$ cat src/include/rpg_map.svh
/*
  Register offsets, field positions, reset values and timing counts for the regulator enable and power-good block.
  Assumes a 100 MHz system clock.
*/
`ifndef RPG_MAP_SVH
`define RPG_MAP_SVH

`define RPG_CTRL_OFFS        12'h000
`define RPG_STATUS_OFFS      12'h004
`define RPG_EVENT_OFFS       12'h008
`define RPG_MASK_OFFS        12'h00C

`define RPG_CTRL_LR1_EN_BIT  0
`define RPG_CTRL_LR2_EN_BIT  1
`define RPG_CTRL_BURST_LSB   4
`define RPG_CTRL_RESET       32'h0000_0000
`define RPG_CTRL_MASK        32'h0000_0073

`define RPG_EV_WIDTH         4
`define RPG_EV_SYS_LOCK      0
`define RPG_EV_LOGIC_LOW     1
`define RPG_EV_OVERVOLT      2
`define RPG_EV_CONV_GOOD     3

`define RPG_CLK_MHZ          100
`define RPG_GOOD_DELAY_MS    230
`define RPG_GOOD_DELAY_CYC   (`RPG_GOOD_DELAY_MS * 1000 * `RPG_CLK_MHZ)
`define RPG_SOFTSTART_US     500
`define RPG_SOFTSTART_CYC    (`RPG_SOFTSTART_US * `RPG_CLK_MHZ)

`endif

$ cat src/include/rpg_pkg.sv
/*
  Types for the regulator enable and power-good block.
  Assumes nothing beyond the map header.
*/
package rpg_pkg;
  typedef enum logic [1:0] {
    RPG_PB_ON,
    RPG_PB_POWER_DOWN,
    RPG_PB_POWER_OFF,
    RPG_PB_HARD_RESET
  } rpg_pb_state_t;

  typedef enum logic [1:0] {
    RPG_GOOD_IDLE,
    RPG_GOOD_WAIT,
    RPG_GOOD_HELD
  } rpg_good_state_t;

  typedef struct packed {
    logic       lr1_en;
    logic       lr2_en;
    logic       lr1_pull;
    logic       lr2_pull;
    logic       conv_en;
    logic [2:0] burst;
    logic       softstart;
  } rpg_drive_t;
endpackage : rpg_pkg

$ cat src/rpg_core.sv
/*
  Enable, disable and power-good control for two linear regulators and three converters, with an AXI4-Lite register slave.
  Assumes analog comparator and pushbutton state inputs come from outside the clock domain.
*/
// Local design decisions: the register addresses and the AXI4-Lite interface to the registers.
`timescale 1ns/1ps
`include "rpg_map.svh"

// Operation
// Host writes one to a linear enable bit to switch that regulator on.
// Linear regulator off on zero bit, logic supply low, or power-down state.
// System supply lockout keeps linear regulators off, enable requests ignored.
// Disabled linear regulator powers down and turns on its output pull-down.
// Separate read-only power-good flag per linear regulator, host readable.
// Linear good flags captured on own read address, not continuously.
// Grounded feedback: enable bit connects output through current limit, clear disconnects.
// One burst select bit per converter, three bits, independent.
// All three converters enabled and disabled together by pushbutton logic.
// System supply lockout forces all converters off.
// Converter good only after all enabled, in regulation, and 230ms elapsed.
// Converter good pin is open-drain; outside pull-up makes release read high.
// Higher sensed input above 6V pulls pass-gate drive low.
// Converters shut down in power-down, power-off or hard-reset states.
// Soft-start of 500us on each enable, not on mode change.
// Converter good drops at once on disable or loss, delay restarts.
module rpg_core import rpg_pkg::*; #(
  parameter int unsigned GOOD_DELAY_CYC = `RPG_GOOD_DELAY_CYC
) (
  input  wire logic          clk_sys,               // 100 MHz clock
  input  wire logic          resetn,                // Async reset, active low
  input  wire logic [11:0]   s_axi_awaddr,          // Write address
  input  wire logic          s_axi_awvalid,         // Write address valid
  output logic               s_axi_awready,         // Write address ready
  input  wire logic [31:0]   s_axi_wdata,           // Write data
  input  wire logic [3:0]    s_axi_wstrb,           // Write strobes
  input  wire logic          s_axi_wvalid,          // Write data valid
  output logic               s_axi_wready,          // Write data ready
  output logic [1:0]         s_axi_bresp,           // Write response
  output logic               s_axi_bvalid,          // Write response valid
  input  wire logic          s_axi_bready,          // Write response ready
  input  wire logic [11:0]   s_axi_araddr,          // Read address
  input  wire logic          s_axi_arvalid,         // Read address valid
  output logic               s_axi_arready,         // Read address ready
  output logic [31:0]        s_axi_rdata,           // Read data
  output logic [1:0]         s_axi_rresp,           // Read response
  output logic               s_axi_rvalid,          // Read data valid
  input  wire logic          s_axi_rready,          // Read data ready
  input  wire logic [1:0]    pb_state,              // Pushbutton state, rpg_pb_state_t code
  input  wire logic          system_supply_lockout, // High while system supply below threshold
  input  wire logic          logic_supply_low,      // High while logic supply below threshold
  input  wire logic [1:0]    linear_reg_cmp_good,   // Linear regulator good comparators
  input  wire logic [2:0]    converter_cmp_good,    // Converters at 92% of regulation
  input  wire logic          overvoltage_sense_input, // High when higher input above 6V
  output logic               linear_reg_one_on,     // Linear regulator 1 run
  output logic               linear_reg_two_on,     // Linear regulator 2 run
  output logic [1:0]         linear_reg_pulldown,   // Output pull-downs
  output logic               converters_on,         // Common converter enable
  output logic [2:0]         converter_burst,       // Burst select per converter
  output logic               converter_softstart,   // Soft-start ramp active
  output logic               converters_good_out,   // Open-drain output level, always 0
  output logic               converters_good_oe,    // Pull low while high
  output logic               overvoltage_pass_gate_drive, // Pass-gate drive, low isolates
  output logic               irq                    // Level interrupt
);
  localparam int unsigned SS_CYC = `RPG_SOFTSTART_CYC;

  // Two-flop synchronisers for all analog and pin inputs
  localparam int SYN_W = 10;
  logic [SYN_W-1:0] syn1_reg, syn2_reg, syn_in;
  assign syn_in = {pb_state, system_supply_lockout, logic_supply_low, linear_reg_cmp_good,
                   converter_cmp_good, overvoltage_sense_input};
  always_ff @(posedge clk_sys or negedge resetn) begin
    if (!resetn) begin
      syn1_reg <= {RPG_PB_POWER_OFF, 8'h00}; // Powered off, no false start
      syn2_reg <= {RPG_PB_POWER_OFF, 8'h00};
    end else begin
      syn1_reg <= syn_in;
      syn2_reg <= syn1_reg;
    end
  end
  rpg_pb_state_t pb_s;
  logic       sys_lock_s, logic_low_s, ov_s;
  logic [1:0] lr_cmp_s;
  logic [2:0] cv_cmp_s;
  assign pb_s        = rpg_pb_state_t'(syn2_reg[9:8]);
  assign sys_lock_s  = syn2_reg[7];
  assign logic_low_s = syn2_reg[6];
  assign lr_cmp_s    = syn2_reg[5:4];
  assign cv_cmp_s    = syn2_reg[3:1];
  assign ov_s        = syn2_reg[0];

  // Register state
  logic [31:0] ctrl_reg, ctrl_next;
  logic [1:0]  lr_good_reg, lr_good_next;
  logic [`RPG_EV_WIDTH-1:0] ev_reg, ev_next, mask_reg, mask_next;
  logic        aw_hold_reg, aw_hold_next, w_hold_reg, w_hold_next;
  logic [11:0] awaddr_reg, awaddr_next;
  logic [31:0] wdata_reg, wdata_next;
  logic [3:0]  wstrb_reg, wstrb_next;
  logic        bvalid_reg, bvalid_next, rvalid_reg, rvalid_next;
  logic [1:0]  bresp_reg, bresp_next, rresp_reg, rresp_next;
  logic [31:0] rdata_reg, rdata_next;
  logic [`RPG_EV_WIDTH-1:0] ev_set;
  logic        do_write, do_read;

  assign s_axi_awready = !aw_hold_reg && !bvalid_reg;
  assign s_axi_wready  = !w_hold_reg && !bvalid_reg;
  assign s_axi_arready = !rvalid_reg;
  assign do_read  = s_axi_arvalid && s_axi_arready;
  assign do_write = aw_hold_reg && w_hold_reg && !bvalid_reg;

  function automatic logic [31:0] apply_strb(input logic [31:0] old, input logic [31:0] nw, input logic [3:0] st);
    logic [31:0] r;
    r = old;
    for (int b = 0; b < 4; b++) begin
      if (st[b]) r[b*8 +: 8] = nw[b*8 +: 8];
    end
    return r;
  endfunction : apply_strb

  always_comb begin
    logic [31:0] wv;
    wv = apply_strb(32'h0000_0000, wdata_reg, wstrb_reg);
    aw_hold_next = aw_hold_reg;
    w_hold_next  = w_hold_reg;
    awaddr_next  = awaddr_reg;
    wdata_next   = wdata_reg;
    wstrb_next   = wstrb_reg;
    bvalid_next  = bvalid_reg && !s_axi_bready;
    bresp_next   = bresp_reg;
    rvalid_next  = rvalid_reg && !s_axi_rready;
    rresp_next   = rresp_reg;
    rdata_next   = rdata_reg;
    ctrl_next    = ctrl_reg;
    mask_next    = mask_reg;
    lr_good_next = lr_good_reg;
    ev_next      = ev_reg;
    if (s_axi_awvalid && s_axi_awready) begin
      aw_hold_next = 1'b1;
      awaddr_next  = s_axi_awaddr;
    end
    if (s_axi_wvalid && s_axi_wready) begin
      w_hold_next = 1'b1;
      wdata_next  = s_axi_wdata;
      wstrb_next  = s_axi_wstrb;
    end
    if (do_write) begin
      aw_hold_next = 1'b0;
      w_hold_next  = 1'b0;
      bvalid_next  = 1'b1;
      bresp_next   = 2'b00;
      unique case (awaddr_reg)
        `RPG_CTRL_OFFS:   ctrl_next = apply_strb(ctrl_reg, wdata_reg, wstrb_reg) & `RPG_CTRL_MASK;
        `RPG_EVENT_OFFS:  ev_next   = ev_reg & ~wv[`RPG_EV_WIDTH-1:0];
        `RPG_MASK_OFFS:   if (wstrb_reg[0]) mask_next = wdata_reg[`RPG_EV_WIDTH-1:0];
        `RPG_STATUS_OFFS: bresp_next = 2'b10;
        default:          bresp_next = 2'b10;
      endcase
    end
    ev_next = ev_next | ev_set;
    if (do_read) begin
      rvalid_next = 1'b1;
      rresp_next  = 2'b00;
      rdata_next  = 32'h0000_0000;
      unique case (s_axi_araddr)
        `RPG_CTRL_OFFS:   rdata_next = ctrl_reg;
        `RPG_STATUS_OFFS: begin
          lr_good_next = lr_cmp_s;
          rdata_next   = {24'h000000, converters_good_oe ? 1'b0 : 1'b1, !ov_s, sys_lock_s,
                          logic_low_s, 2'b00, lr_cmp_s};
        end
        `RPG_EVENT_OFFS:  rdata_next = {28'h0000000, ev_reg};
        `RPG_MASK_OFFS:   rdata_next = {28'h0000000, mask_reg};
        default:          rresp_next = 2'b10;
      endcase
    end
  end

  always_ff @(posedge clk_sys or negedge resetn) begin
    if (!resetn) begin
      aw_hold_reg <= 1'b0;
      w_hold_reg  <= 1'b0;
      awaddr_reg  <= 12'h000;
      wdata_reg   <= 32'h0000_0000;
      wstrb_reg   <= 4'h0;
      bvalid_reg  <= 1'b0;
      bresp_reg   <= 2'b00;
      rvalid_reg  <= 1'b0;
      rresp_reg   <= 2'b00;
      rdata_reg   <= 32'h0000_0000;
      ctrl_reg    <= `RPG_CTRL_RESET;
      mask_reg    <= '0;
      lr_good_reg <= 2'b00;
      ev_reg      <= '0;
    end else begin
      aw_hold_reg <= aw_hold_next;
      w_hold_reg  <= w_hold_next;
      awaddr_reg  <= awaddr_next;
      wdata_reg   <= wdata_next;
      wstrb_reg   <= wstrb_next;
      bvalid_reg  <= bvalid_next;
      bresp_reg   <= bresp_next;
      rvalid_reg  <= rvalid_next;
      rresp_reg   <= rresp_next;
      rdata_reg   <= rdata_next;
      ctrl_reg    <= ctrl_next;
      mask_reg    <= mask_next;
      lr_good_reg <= lr_good_next;
      ev_reg      <= ev_next;
    end
  end
  assign s_axi_bvalid = bvalid_reg;
  assign s_axi_bresp  = bresp_reg;
  assign s_axi_rvalid = rvalid_reg;
  assign s_axi_rresp  = rresp_reg;
  assign s_axi_rdata  = rdata_reg;

  // Regulator drive; all outputs registered
  rpg_drive_t drv_reg, drv_next;
  logic conv_allow, conv_was_reg, conv_was_next, lin_block, ov_reg, ov_next;
  logic [$clog2(SS_CYC+1)-1:0] ss_cnt_reg, ss_cnt_next;
  logic linear_reg_one_enable, linear_reg_two_enable;
  logic [2:0] burst_bits;
  assign linear_reg_one_enable = ctrl_reg[`RPG_CTRL_LR1_EN_BIT];
  assign linear_reg_two_enable = ctrl_reg[`RPG_CTRL_LR2_EN_BIT];
  assign burst_bits            = ctrl_reg[`RPG_CTRL_BURST_LSB +: 3];
  assign lin_block  = sys_lock_s || logic_low_s || (pb_s == RPG_PB_POWER_DOWN);
  assign conv_allow = !sys_lock_s && (pb_s == RPG_PB_ON);

  always_comb begin
    drv_next          = drv_reg;
    drv_next.lr1_en   = linear_reg_one_enable && !lin_block;
    drv_next.lr2_en   = linear_reg_two_enable && !lin_block;
    drv_next.lr1_pull = !drv_next.lr1_en;
    drv_next.lr2_pull = !drv_next.lr2_en;
    drv_next.conv_en  = conv_allow;
    drv_next.burst    = burst_bits;
    conv_was_next     = conv_allow;
    ss_cnt_next       = ss_cnt_reg;
    if (!conv_allow) begin
      ss_cnt_next = '0;
    end else if (!conv_was_reg) begin
      ss_cnt_next = ($clog2(SS_CYC+1))'(SS_CYC);
    end else if (ss_cnt_reg != '0) begin
      ss_cnt_next = ss_cnt_reg - 1'b1;
    end
    drv_next.softstart = (ss_cnt_next != '0);
    ov_next = ov_s;
  end

  always_ff @(posedge clk_sys or negedge resetn) begin
    if (!resetn) begin
      drv_reg      <= '{lr1_pull: 1'b1, lr2_pull: 1'b1, default: '0};
      conv_was_reg <= 1'b0;
      ss_cnt_reg   <= '0;
      ov_reg       <= 1'b1;
    end else begin
      drv_reg      <= drv_next;
      conv_was_reg <= conv_was_next;
      ss_cnt_reg   <= ss_cnt_next;
      ov_reg       <= ov_next;
    end
  end
  assign linear_reg_one_on   = drv_reg.lr1_en;
  assign linear_reg_two_on   = drv_reg.lr2_en;
  assign linear_reg_pulldown = {drv_reg.lr2_pull, drv_reg.lr1_pull};
  assign converters_on       = drv_reg.conv_en;
  assign converter_burst     = drv_reg.burst;
  assign converter_softstart = drv_reg.softstart;
  assign overvoltage_pass_gate_drive = !ov_reg;

  // Converter good delay
  rpg_good_state_t gst_reg, gst_next;
  logic [31:0] gcnt_reg, gcnt_next;
  logic all_good;
  assign all_good = drv_reg.conv_en && (&cv_cmp_s);
  always_comb begin
    gst_next  = gst_reg;
    gcnt_next = gcnt_reg;
    unique case (gst_reg)
      RPG_GOOD_IDLE: if (all_good) begin
        gst_next  = RPG_GOOD_WAIT;
        gcnt_next = 32'h0000_0001;
      end
      RPG_GOOD_WAIT: begin
        if (!all_good) gst_next = RPG_GOOD_IDLE;
        else if (gcnt_reg >= GOOD_DELAY_CYC) gst_next = RPG_GOOD_HELD;
        else gcnt_next = gcnt_reg + 32'h0000_0001;
      end
      RPG_GOOD_HELD: if (!all_good) gst_next = RPG_GOOD_IDLE;
      default: gst_next = RPG_GOOD_IDLE;
    endcase
  end
  always_ff @(posedge clk_sys or negedge resetn) begin
    if (!resetn) begin
      gst_reg  <= RPG_GOOD_IDLE;
      gcnt_reg <= 32'h0000_0000;
    end else begin
      gst_reg  <= gst_next;
      gcnt_reg <= gcnt_next;
    end
  end
  assign converters_good_out = 1'b0;
  assign converters_good_oe  = (gst_reg != RPG_GOOD_HELD);

  assign ev_set[`RPG_EV_SYS_LOCK]  = sys_lock_s;
  assign ev_set[`RPG_EV_LOGIC_LOW] = logic_low_s;
  assign ev_set[`RPG_EV_OVERVOLT]  = ov_s;
  assign ev_set[`RPG_EV_CONV_GOOD] = (gst_next == RPG_GOOD_HELD) && (gst_reg != RPG_GOOD_HELD);
  assign irq = |(ev_reg & mask_reg);

  chk_lin_off_lock: assert property (@(posedge clk_sys) disable iff (!resetn)
    lin_block |=> !linear_reg_one_on && !linear_reg_two_on) else $error("linear on while blocked");
  chk_lin_lockout: assert property (@(posedge clk_sys) disable iff (!resetn)
    sys_lock_s && linear_reg_one_enable |=> !linear_reg_one_on) else $error("lockout ignored");
  chk_pull_down: assert property (@(posedge clk_sys) disable iff (!resetn)
    linear_reg_pulldown == ~{linear_reg_two_on, linear_reg_one_on}) else $error("pull-down wrong");
  chk_lin_enable: assert property (@(posedge clk_sys) disable iff (!resetn)
    linear_reg_one_enable && !lin_block |=> linear_reg_one_on) else $error("enable not applied");
  chk_good_sample: assert property (@(posedge clk_sys) disable iff (!resetn)
    !(do_read && s_axi_araddr == `RPG_STATUS_OFFS) |=> lr_good_reg == $past(lr_good_reg))
    else $error("good flags moved");
  chk_conv_lock: assert property (@(posedge clk_sys) disable iff (!resetn)
    sys_lock_s |=> !converters_on) else $error("converters on in lockout");
  chk_conv_pb: assert property (@(posedge clk_sys) disable iff (!resetn)
    pb_s != RPG_PB_ON |=> !converters_on) else $error("converters on in shutdown");
  chk_burst_copy: assert property (@(posedge clk_sys) disable iff (!resetn)
    ##1 converter_burst == $past(burst_bits)) else $error("burst not followed");
  chk_good_drop: assert property (@(posedge clk_sys) disable iff (!resetn)
    !all_good |=> converters_good_oe) else $error("good held after loss");
  chk_good_delay: assert property (@(posedge clk_sys) disable iff (!resetn)
    $rose(all_good) |-> converters_good_oe [*8]) else $error("good too early");
  chk_soft_start: assert property (@(posedge clk_sys) disable iff (!resetn)
    $rose(converters_on) |-> converter_softstart) else $error("no soft-start");
  chk_ov_gate: assert property (@(posedge clk_sys) disable iff (!resetn)
    ov_s |=> !overvoltage_pass_gate_drive) else $error("gate not pulled");
  cov_conv_good: cover property (@(posedge clk_sys) disable iff (!resetn) $fell(converters_good_oe));
  cov_lin_on: cover property (@(posedge clk_sys) disable iff (!resetn) $rose(linear_reg_one_on));
  cov_irq: cover property (@(posedge clk_sys) disable iff (!resetn) $rose(irq));
endmodule : rpg_core

$ cat config.mk
export PLATFORM = sky130hd
export DESIGN_NAME = rpg_core
export DESIGN_NICKNAME = d
export VERILOG_FILES = /design/src/include/rpg_pkg.sv /design/src/rpg_core.sv
export VERILOG_INCLUDE_DIRS = /design/src /design/src/include
export SDC_FILE = /design/constraint.sdc
export NUM_CORES = 1
export LEC_CHECK = 0
export ABC_AREA = 1
export BUFFER_PORTS_ARGS = -buffer_cell sky130_fd_sc_hd__buf_2
export CORE_MARGIN = 2
export CORE_UTILIZATION = 59
export CTS_CLUSTER_DIAMETER = 100
export CTS_CLUSTER_SIZE = 30
export DETAILED_ROUTE_END_ITERATION = 7
export GPL_TIMING_DRIVEN = 0
export PLACE_DENSITY = 0.85
export REMOVE_ABC_BUFFERS = 1
export SLEW_MARGIN = 10
export SYNTH_ARGS = -nofsm -noshare
export SYNTH_HDL_FRONTEND = slang
export SYNTH_SLANG_ARGS = --single-unit
$ cat constraint.sdc
create_clock -name clk_sys -period 4.7 [get_ports clk_sys]
set_clock_uncertainty 0.05 [all_clocks]
set_input_delay 0.235 -clock clk_sys [delete_from_list [all_inputs] [get_ports clk_sys]]
set_output_delay 0.235 -clock clk_sys [all_outputs]
set_load 0.005 [all_outputs]
==> results of run 1 <==
[layout by cell type, fill, tap and decap left out, drive strengths merged, types with 10 or more instances in the layout]
cell type	count
nand2	167
dfrtp	122
nor2	105
inv	104
buf	76
nand3	71
dlygate4sd3	33
o21ai	30
conb	27
nand4	19
xor2	18
clkbuf	17
a21oi	14
nor3	13
mux2	10
[worst paths after layout]
check	slack, ns	to	from	cells past startpoint
max	2.29	gcnt_reg[16]$_DFFE_PN0P_	conv_was_reg$_DFF_PN0_	6
min in group asynchronous	0.13	ss_cnt_reg[5]$_DFF_PN0_	resetn	2
min	0.06	s_axi_rresp[1]$_DFFE_PN0P_	s_axi_araddr[7]	5
max in group asynchronous	3.73	gcnt_reg[26]$_DFFE_PN0P_	resetn	3
max reg2reg	2.29	gcnt_reg[16]$_DFFE_PN0P_	conv_was_reg$_DFF_PN0_	6
min reg2reg	0.30	syn2_reg[3]$_DFF_PN0_	syn1_reg[3]$_DFF_PN0_	0
[synthesized netlist by cell type, types with 4 or more instances]
library cell	instances
nor2_2	9
buf_6	4
nand2_2	5
nand4_1	16
inv_1	95
nand2_1	161
clkbuf_1	4
nor3_1	12
o21ai_0	28
xnor2_1	9
nor2_1	93
ha_1	4
dfstp_2	5
a21oi_1	14
dfrtp_1	122
a22o_1	4
buf_4	29
mux2_2	10
nand3_1	70
xor2_1	18
buf_2	6
[worst register-to-register path: stages (launching register included)]
cell and delay (ns):
dfrtp_1 0.53, nand4_2 0.21, nor2_4 0.18, nand2_1 0.54, nand2_4 0.60, nand3_1 0.15
nand2_1 0.08
[routing by layer]
metal | GRT usage | vias up | routed length [µm]
met5 | 0 | - | 0
met2 | 0.432 | 205 | 7080
met4 | 0.0943 | 0 | 290
met3 | 0.0696 | 32 | 881
met1 | 0.334 | 2559 | 5980
li1 | - | 2558 | -
[kinds of logic after synthesis]
kind of cell	count (synthesis)
and+or+nand+nor	383
xor gates and xnor gates	27
adders and majority gates	4
buffers and inverters	142
AOI/OAI and AO/OA	56
muxes	10
other	1
DFF	127
[report_power, final]
group          internal, mW  switching [mW]  leakage [nW]
clock network         0.707           0.512         0.270
registers              1.22          0.0682          1.61
logic                 0.172           0.252          2.08
[metrics by stage]
| step | area, µm² | hold slack [ns] | setup WS [ns] |
|---|---|---|---|
| 4_1_cts | 7580 | 0.0595 | 2.31 |
| 5_1_grt | 7580 | 0.0862 | 2.13 |
| 3_3_place_gp | 6670 | 0.283 | 1.79 |
| 6_report | 7580 | 0.0631 | 2.29 |
| 2_1_floorplan | 6120 | -0.111 | 2.91 |
| 3_5_place_dp | 6700 | 0.104 | 2.31 |
[what timing repair did]
item	CTS	global route
endpoints found under the hold margin	154	0
hold buffers	33	0
setup endpoints to repair	0	0
resized for setup	0	0
[area by class of cell]
cell class / instances / area [µm²] / share of cell area
clock inverters: 15 / 135 / 0.0178
well taps: 136 / 170 / 0.0224
inverters: 99 / 372 / 0.0490
repair buffers: 109 / 739 / 0.0975
flip-flops and latches: 127 / 3180 / 0.420
clock buffers: 17 / 414 / 0.0546
multi-input cells: 507 / 2570 / 0.339
==> summary.md, run 1 <==
| Metric | Value |
|---|---|
| Layout net count | between 900 and 1000 |
| Power per Cell Area | 387 nW/µm² |
| #FFs+latches synth | 127 |
| Largest net degree at the start of global routing | 93 |
| H-tree depth | 4 |
| P_leak | 3.96 nW |
| HPWL Detailed | 9.06 mm |
| Die W | 108 µm |
| Post-Syn Instances | 750 |
| Kind of critical path | flip-flop to flip-flop |
| Layout area overhead | 19.7% |
| IR drop worst, VDD | 0.251 mV |
| CP max stage delay | about 0.59 ns |
| Clk Latency, worst-skew pair | 0.53 ns |
| Pins Over Slew Limit | 0 |
| Final period utilization | 0.512 |
| Register area share after synthesis | 0.503 |
| Fill cell count | about 770 |
| Final Non-Filler Cells | 1010 |
| Number of global-route vias before repair | between 5000 and 6000 |
| Clock tree buffer depth | 2 |
| Core area | 10400 µm² |
| Unique cell type count in the Yosys netlist | 43 |
| Power Total | 2.94 mW |
| CP Launch Type | flip-flop |
| Root Buffer | clkbuf_8 |
| Final core utilization | 0.731 |
| CP Buf/Inv Count | 0 |
| GRT Total Usage | 0.262 |
| Post-route setup TNS | 0 ns |
| Mapped Area | 6330 µm² |
| Starting Density | 0.611 |
| Routed vias | 5354 |
| RSZ-0062 raised after global routing | no |
| Hold WC Path Type | input port to flip-flop |
| Count of final setup violators | 0 |
| Synth Area in Adders | 0.00790 |
| Fin. Hold Viols | 0 |
| Final GP Congestion | between 0.9 and 1 |
| Routed wire per std cell | 14.1 µm |
| Crit path DAT | 2.82 ns |
| Primary FF master, synth | dfrtp_1 |
| Yosys warns | 0 |
| Top delay family on crit path | simple AND/OR/NAND/NOR gates |
| CTS tree | done |
| Clock transition at the registers of the reported paths | 0.06 ns |
| Largest fanout on the critical path | 33 |
| Routed vias/inst | roughly 5.3 |
| Crit-path slowest cell | nand2_4 |
| Max-capacitance violation count | 0 |
| Worst Setup End Kind | flip-flop |
| I/O Pins | 131 |
| Die area | about 12000 µm² |
| Post-synth EDFFs | 0 |
| Compound-cell area share of the yosys netlist | 0.0506 |
| Multiplexer share of the synthesized area | 0.0178 |
| Synth top area share | 0.482 |
| DP Cell Count | approximately 950 |
| Max Clk Rate | 0.415 GHz |
| Total gr overflow | 0 |
| Initial antenna violation count | 0 |
| Status | finished clean |
| Final min period | 2.41 ns |
| Max_slew headroom | 0.395 |
| DRC | 0 |
| Critical path, cell by cell | nand4_2, nor2_4, nand2_1, nand2_4, nand3_1, nand2_1 |
| Layout cells sized above 1 | 0.176 |
| Area leader, netlist | dfrtp_1 |
| WL final | roughly 14 mm |
| XOR/XNOR Fraction of Synth Area | 0.0373 |
| Setup Buffers After CTS | 0 |
| Synthesized area per cell | between 8 and 9 µm² |
| CP Data Required Time | 5.11 ns |
| Routed Antenna Nets | 0 |
| Area contributors post-synth | dfrtp_1 48%, nand2_1 9.5%, inv_1 5.6% |
| Ant. Diodes | 0 |
| Simple-gate share of the synthesized area | 0.276 |
| Worst Tran Pin Value | 0.905 ns |
| Max FFs per register | 32 |
| 1st-iter DRT viols | ~540 |
| Main combinational cell family by area after synthesis | simple AND/OR/NAND/NOR gates |
| Async set or reset register ratio after synthesis | 1.00 |
| Num rows | 37 |
| Chip Height | 108 µm |
| Clock buffers created by TritonCTS | 17 |
| Most common cell on crit path | nand2_1 |
| 1st-pass router iterations | 5 |
| First-pass GRT wire length | 23.7 mm |
| Port Buffers | between 70 and 80 |
| Sink Count | 127 |
(Power assumes the default switching activity.)
==> run 2: changes to the inputs <==
Settings changed: CORE_UTILIZATION 59 to 50, PLACE_DENSITY 0.85 to 0.77.
Clock period 4.7 ns to 2.15 ns, I/O delays scaled along.
==> run 2 against run 1 <==
  * Sequential power is 120% higher
  * Non-clock buffer count did not move
  * Register-to-register slack worse by 2.2 ns
  * Clock-buffer cell count grew 6
  * Combinational power rose by 110%
  * Utilization shrank 12 points
  * Hold slack got worse by 0.0058 ns
  * Critical path type unchanged
  * Largest power group unchanged
==> summary.md, run 2 (synthesis results as in run 1) <==
| Metric | Value |
|---|---|
| Final GP Congestion | 0.896 (-6.1%) |
| Most common cell after layout, fill and taps aside | nand2_1 |
| Routed vias/inst | 4.88 (-7.9%) |
| Port Buffers | 75 (unchanged) |
| Worst Tran Pin Value | 0.603 ns (-0.303 ns) |
| Clock buffers created by TritonCTS | 17 (unchanged) |
| I/O Pins | 131 (unchanged) |
| CP Launch Type | flip-flop |
| Core area | 12500 µm² (+20%) |
| DRC | 0 (unchanged) |
| Internal power | 4.58 mW (+120%) |
| H-tree depth | 4 (unchanged) |
| First-pass GRT wire length | 22.5 mm (-4.8%) |
| Chip Height | 117 µm (+8.3%) |
| Largest fanout on the critical path | 25 (-24%) |
| Total gr overflow | 0 (unchanged) |
| Sink Count | 127 (unchanged) |
| Final min period | 2.02 ns (-0.386 ns) |
| Hold WC Path Type | input port to flip-flop |
| Routed wire per std cell | 13.0 µm (-7.9%) |
| Reg power frac | 0.451 (+0.011) |
| Setup Buffers After CTS | 0 (unchanged) |
| Power per Cell Area | 821 nW/µm² (+110%) |
| Clock tree buffer depth | 2 (unchanged) |
| Reg2reg path depth | 6 (unchanged) |
| Crit-path slowest cell | dfrtp_1 |
| Routed Antenna Nets | 0 (unchanged) |
| CTS tree | done |
| Crit path depth | 6 (unchanged) |
| Fill cell count | 1066 (+39%) |
| Max FFs per register | 32 (unchanged) |
| IR drop worst, VDD | 0.551 mV (+120%) |
| Number of global-route vias before repair | 4868 (-5.6%) |
| Layout cells sized above 1 | 0.175 (-0.00134) |
| CP Buf/Inv Count | 0 (unchanged) |
| Combinational power share | 0.143 (about the same) |
| DP Worst Slack | -0.250 ns (-2.56 ns) |
| Routed vias | 5111 (-4.5%) |
| HPWL Detailed | 8.93 mm (-1.4%) |
| Hold Path Stages | 4 (-1) |
| Max_slew headroom | 0.595 (+0.200) |
| Max Clk Rate | 0.495 GHz (+19%) |
| Status | finished clean |
| Num rows | 41 (+11%) |
| Top delay family on crit path | simple AND/OR/NAND/NOR gates |
| Sw Share | 0.269 (-0.0143) |
| Worst setup margin | 0.129 ns (-2.16 ns) |
| Ant. Diodes | 0 (unchanged) |
| Crit path DAT | 2.32 ns (-0.50 ns) |
| Clock network fraction of design power | 0.406 (-0.009) |
| Root Buffer | clkbuf_16 |
| Count of final setup violators | 0 (unchanged) |
| RSZ-0062 raised after global routing | yes |
| Most frequent cells in the layout | 160 x nand2_1, 122 x dfrtp_1, 95 x inv_1, 93 x nor2_1, 74 x buf_2 |
| Starting Density | 0.508 (-0.103) |
| Die area | 13600 µm² (+17%) |
| DP Cell Count | 981 (+3.8%) |
| Most common cell on crit path | nand2_1 |
| Initial antenna violation count | 0 (unchanged) |
| Layout area overhead | 20.5% |
| P_leak | 3.95 nW (-0.27%) |
| CP max stage delay | 0.54 ns (-0.05 ns) |
| CP Data Required Time | 2.45 ns (-2.66 ns) |
| 1st-iter DRT viols | 394 (-27%) |
| GRT Total Usage | 0.213 (-0.0487) |
| Kind of critical path | flip-flop to flip-flop |
| Clock transition at the registers of the reported paths | 0.05 ns (about the same) |
| Fin. Hold Viols | 0 (unchanged) |
| Layout net count | 943 (+0.11%) |
| Clk Latency, worst-skew pair | 0.42 ns (-0.11 ns) |
| Largest net degree at the start of global routing | 92 (-1.1%) |
| Max-capacitance violation count | 0 (unchanged) |
| Die W | 117 µm (+8.3%) |
| Critical path, cell by cell | nand4_2, nor2_4, nand4_4, nand2_4, nand2_1, nand2_1 |
| Final core utilization | 0.612 (-0.119) |
| Worst Setup End Kind | flip-flop |
| Pins Over Slew Limit | 0 (unchanged) |
| Net switching power | 1.69 mW (+100%) |
| WL final | 13.6 mm (-4.5%) |
| Final Non-Filler Cells | 1047 (+3.7%) |
| 1st-pass router iterations | 5 (unchanged) |
| Final period utilization | 0.940 (+0.428) |
| Post-route setup TNS | 0 ns (unchanged) |
-- run 2: cell count changes in the layout (fill, tap and decap cells not counted), sizes merged --
cell      delta
clkinvlp     +3
bufinv       -1
clkbuf       +6
clkinv       -2
inv          -6
nand2        +1
-- run 2: power by group through the flow --
stage / combinational, mW / clock (mW) / sequential (mW)
6_report: 0.899 / 2.54 / 2.83
5_1_grt: 1.04 / 2.72 / 2.86
4_1_cts: 0.898 / 2.59 / 2.82
3_5_place_dp: 0.842 / 0 / 2.86
3_3_place_gp: 0.800 / 0 / 2.85
2_1_floorplan: 0.564 / 0 / 2.83
-- run 2: area by class of cell --
| cell class | instances | area [µm²] | share of cell area |
|---|---|---|---|
| clock buffer | 23 | 468 | 0.0613 |
| clock inverter | 9 | 62.6 | 0.00820 |
| inverter | 99 | 375 | 0.0492 |
| multi-input combinational | 508 | 2590 | 0.339 |
| sequential | 127 | 3180 | 0.417 |
| tap | 172 | 215 | 0.0282 |
| timing repair buffer | 109 | 739 | 0.0969 |
-- run 2: path summary, 6_finish.rpt --
| kind | startpoint | slack (ns) | endpoint |
|---|---|---|---|
| min in group asynchronous | resetn | 0.11 | conv_was_reg$_DFF_PN0_ |
| max | conv_was_reg$_DFF_PN0_ | 0.13 | gcnt_reg[12]$_DFFE_PN0P_ |
| min reg2reg | syn1_reg[6]$_DFF_PN0_ | 0.30 | syn2_reg[6]$_DFF_PN0_ |
| max reg2reg | conv_was_reg$_DFF_PN0_ | 0.13 | gcnt_reg[12]$_DFFE_PN0P_ |
| max in group asynchronous | resetn | 1.16 | ov_reg$_DFF_PN1_ |
| min | s_axi_araddr[3] | 0.06 | s_axi_rdata[7]$_DFFE_PN0P_ |
-- run 2: layer usage --
layer  vias up  part of all wire  global-route usage
met5         -                 0                   0
li1       2552                 -                   -
met4         0             0.014              0.0808
met2       116              0.50               0.341
met1      2431              0.44               0.280
met3        12             0.043              0.0576
-- run 2: per-stage QoR --
| step | hold slack (ns) | power, mW | instance area (µm²) |
|---|---|---|---|
| after floorplan | -0.238 | 3.39 | 6120 |
| after global placement | 0.166 | 3.65 | 6710 |
| after detailed placement | -0.0171 | 3.70 | 6750 |
| after CTS | 0.0521 | 6.31 | 7620 |
| after global routing | 0.112 | 6.62 | 7630 |
| final | 0.0573 | 6.27 | 7630 |
-- run 2: what timing repair did --
item / 4_1_cts / 5_1_grt
endpoints found under the hold margin: 154 / 0
resized for setup: 2 / 1
hold buffers: 33 / 0
endpoints found under the setup margin: 32 / 11
cloned: 0 / 1
pin swaps: 0 / 1
-- run 2: worst reg2reg max path, cell delays in order (launching register included) --
cell and delay, ns:
dfrtp_1 0.54, nand4_2 0.21, nor2_4 0.18, nand4_4 0.41, nand2_4 0.41, nand2_1 0.10
nand2_1 0.07
==> run 3: changes to the inputs <==
Settings changed: ABC_AREA 1 to not set, CORE_UTILIZATION 50 to 49, PLACE_DENSITY 0.77 to 0.76.
==> run 3 against run 2 <==
  * Clock power rose by 13%
  * Utilization is 6.3 points higher
  * Wire length grew 3.7%
  * First-iteration DRC count shrank 25%
  * Synthesized cell count down 30%
  * The run now ends with setup timing left
  * Final area up 1.4%
==> summary.md, run 3 <==
| Metric | Value |
|---|---|
| Status | finished, violations left |
| Failing checks | setup timing |
| Top delay family on crit path | simple AND/OR/NAND/NOR gates |
| Clock tree buffer depth | 2 (unchanged) |
| Kind of critical path | flip-flop to flip-flop |
| Largest net degree at the start of global routing | 89 (-3.3%) |
| 1st-pass router iterations | 5 (unchanged) |
| Post-route setup TNS | -0.667 ns (-0.667 ns) |
| Area leader, netlist | dfrtp_1 |
| Die area | 12700 µm² (-6.8%) |
| Starting Density | 0.503 (-0.00487) |
| Max-capacitance violation count | 0 (unchanged) |
| Count of final setup violators | 9 (+9) |
| Sink Count | 127 (unchanged) |
| Final min period | 2.43 ns (+0.408 ns) |
| Pins Over Slew Limit | 0 (unchanged) |
| H-tree depth | 4 (unchanged) |
| Register area share after synthesis | 0.552 (+0.0491) |
| CTS tree | done |
| Hold WC Path Type | input port to flip-flop |
| Post-Syn Instances | 527 (-30%) |
| GRT Total Usage | 0.218 (+0.00452) |
| Crit-path slowest cell | or4_1 |
| HPWL Detailed | 8.54 mm (-4.4%) |
| DRC | 0 (unchanged) |
| #FFs+latches synth | 127 (unchanged) |
| Clk Latency, worst-skew pair | 0.41 ns (about the same) |
| Die W | 113 µm (-3.5%) |
| Worst setup margin | -0.279 ns (-0.408 ns) |
| IR drop worst, VDD | 0.528 mV (-4.1%) |
| CP Launch Type | flip-flop |
| Worst Setup End Kind | flip-flop |
| Max Clk Rate | 0.412 GHz (-17%) |
| Port Buffers | 75 (unchanged) |
| Initial antenna violation count | 0 (unchanged) |
| Post-synth EDFFs | 0 (unchanged) |
| Layout net count | 754 (-20%) |
| Yosys warns | 0 (unchanged) |
| Final GP Congestion | 0.943 (+5.2%) |
| Chip Height | 113 µm (-3.5%) |
| WL final | 14.1 mm (+3.7%) |
| Root Buffer | clkbuf_16 |
| 1st-iter DRT viols | 297 (-25%) |
| Area contributors post-synth | dfrtp_1 53%, mux2_2 5.5%, buf_4 3.5% |
| Synthesized area per cell | 10.9 µm² (+30%) |
| Critical path, cell by cell | or4_1, nor2_2, a21oi_1, or4_4, a211oi_2, nand4b_1 |
| Ant. Diodes | 0 (unchanged) |
| RSZ-0062 raised after global routing | yes |
| Layout cells sized above 1 | 0.343 (+0.168) |
| Total gr overflow | 0 (unchanged) |
| First-pass GRT wire length | 21.9 mm (-2.8%) |
| Most frequent cell after synthesis | dfrtp_1 |
| Num rows | 39 (-4.9%) |
| Synth top area share | 0.529 (+0.0471) |
| Largest fanout on the critical path | 7 (-72%) |
| Top post-synthesis cells by count | 122 x dfrtp_1, 45 x nand2_1, 39 x nor2_1, 28 x mux2_2, 27 x buf_4 |
| Routed wire per std cell | 17.0 µm (+31%) |
| Async set or reset register ratio after synthesis | 1.00 (unchanged) |
| Routed vias/inst | 5.57 (+14%) |
| CP Buf/Inv Count | 0 (unchanged) |
| Final core utilization | 0.675 (+0.0629) |
| Max_slew headroom | 0.602 (+0.00706) |
| I/O Pins | 131 (unchanged) |
| Clock buffers created by TritonCTS | 17 (unchanged) |
| Number of global-route vias before repair | 4596 (-5.6%) |
| Power per Cell Area | 847 nW/µm² (+3.2%) |
| Most common cell after layout, fill and taps aside | dfrtp_1 |
| Core area | 11500 µm² (-8.0%) |
| Routed Antenna Nets | 0 (unchanged) |
| Max FFs per register | 32 (unchanged) |
| Fin. Hold Viols | 0 (unchanged) |
| Layout area overhead | 34.2% |
| Crit path DAT | 2.65 ns (+0.33 ns) |
| Worst Tran Pin Value | 0.593 ns (-0.00930 ns) |
| Most frequent cells in the layout | 118 x dfrtp_1, 74 x buf_2, 42 x nand2_1, 41 x dlygate4sd3_1, 34 x nor2_1 |
| Primary FF master, synth | dfrtp_1 |
| Mapped Area | 5770 µm² (-8.9%) |
| Routed vias | 4617 (-9.7%) |
| P_leak | 3.67 nW (-7.0%) |
| Final period utilization | 1.13 (+0.190) |
| CP max stage delay | 0.65 ns (+0.11 ns) |
| Fill cell count | 793 (-26%) |
| CP Data Required Time | 2.37 ns (-0.08 ns) |
| Clock transition at the registers of the reported paths | 0.06 ns (about the same) |
| Unique cell type count in the Yosys netlist | 58 (+35%) |
-- run 3: layout make-up --
class | instances | area [µm²] | area share
clock inverters | 14 | 168 | 0.0217
multi-input cells | 360 | 2650 | 0.342
inverters | 23 | 86.3 | 0.0111
well taps | 143 | 179 | 0.0231
clock buffers | 18 | 429 | 0.0554
flip-flops and latches | 127 | 3190 | 0.412
repair buffers | 144 | 1040 | 0.134
-- run 3: path summary, 6_finish.rpt --
| path | slack, ns | endpoint | start | cells past startpoint |
|---|---|---|---|---|
| max | -0.28 | converter_softstart$_DFF_PN0_ | ss_cnt_reg[2]$_DFF_PN0_ | 6 |
| min | 0.05 | s_axi_rresp[1]$_DFFE_PN0P_ | s_axi_araddr[9] | 5 |
| max reg2reg | -0.28 | converter_softstart$_DFF_PN0_ | ss_cnt_reg[2]$_DFF_PN0_ | 6 |
| min reg2reg | 0.30 | syn2_reg[2]$_DFF_PN0_ | syn1_reg[2]$_DFF_PN0_ | 0 |
| max in group asynchronous | 1.17 | ov_reg$_DFF_PN1_ | resetn | 3 |
| min in group asynchronous | 0.12 | awaddr_reg[10]$_DFFE_PN0P_ | resetn | 2 |
-- run 3: what timing repair did --
| item | CTS | global route |
|---|---|---|
| hold endpoints to repair | 80 | 0 |
| pin swaps | 16 | 15 |
| setup buffers | 13 | 14 |
| hold buffers | 41 | 0 |
| resized for setup | 44 | 29 |
| setup endpoints to repair | 41 | 33 |
-- run 3: power by group --
group	switching, mW	leakage [nW]	internal, mW	total, mW
registers	0.208	1.62	2.66	2.86
clock network	1.06	0.274	1.82	2.88
logic	0.386	1.77	0.433	0.820
total	1.65	3.67	4.91	6.56
-- run 3: cell families after synthesis --
logic type	count (synthesis)	share of synthesized area
buffers and inverters	66	0.0631
XOR/XNOR	11	0.0167
multiplexers	40	0.0798
adder cells (fa/ha/maj)	4	0.00868
flip-flops	127	0.552
other	1	0.000650
AND/OR/NAND/NOR	203	0.190
AO/OA/AOI/OAI	75	0.0896
-- run 3: through the flow --
| stage | power (mW) | worst slack, ns | cell area [µm²] | hold slack (ns) | instances |
|---|---|---|---|---|---|
| after floorplan | 3.30 | -0.108 | 5590 | -0.238 | 510 |
| after global placement | 3.53 | -0.702 | 6140 | 0.162 | 728 |
| after detailed placement | 3.59 | -0.567 | 6190 | -0.00824 | 730 |
| after CTS | 6.56 | -0.176 | 7530 | 0.0351 | 816 |
| after global routing | 6.83 | -0.297 | 7740 | 0.0695 | 829 |
| final | 6.56 | -0.279 | 7740 | 0.0473 | 829 |
-- run 3: tightest hold or removal path, delay by kind of cell --
kind                   cells  cell delay (ns)
AO/OA/AOI/OAI              1             0.11
AND/OR/NAND/NOR            3             0.17
buffers and inverters      1             0.07
-- run 3: metal layers --
layer	global-route usage	part of all wire	vias up
met5	0	0	-
met4	0.0878	0.030	0
met3	0.0551	0.056	45
met2	0.369	0.51	209
met1	0.268	0.40	2238
li1	-	-	2125
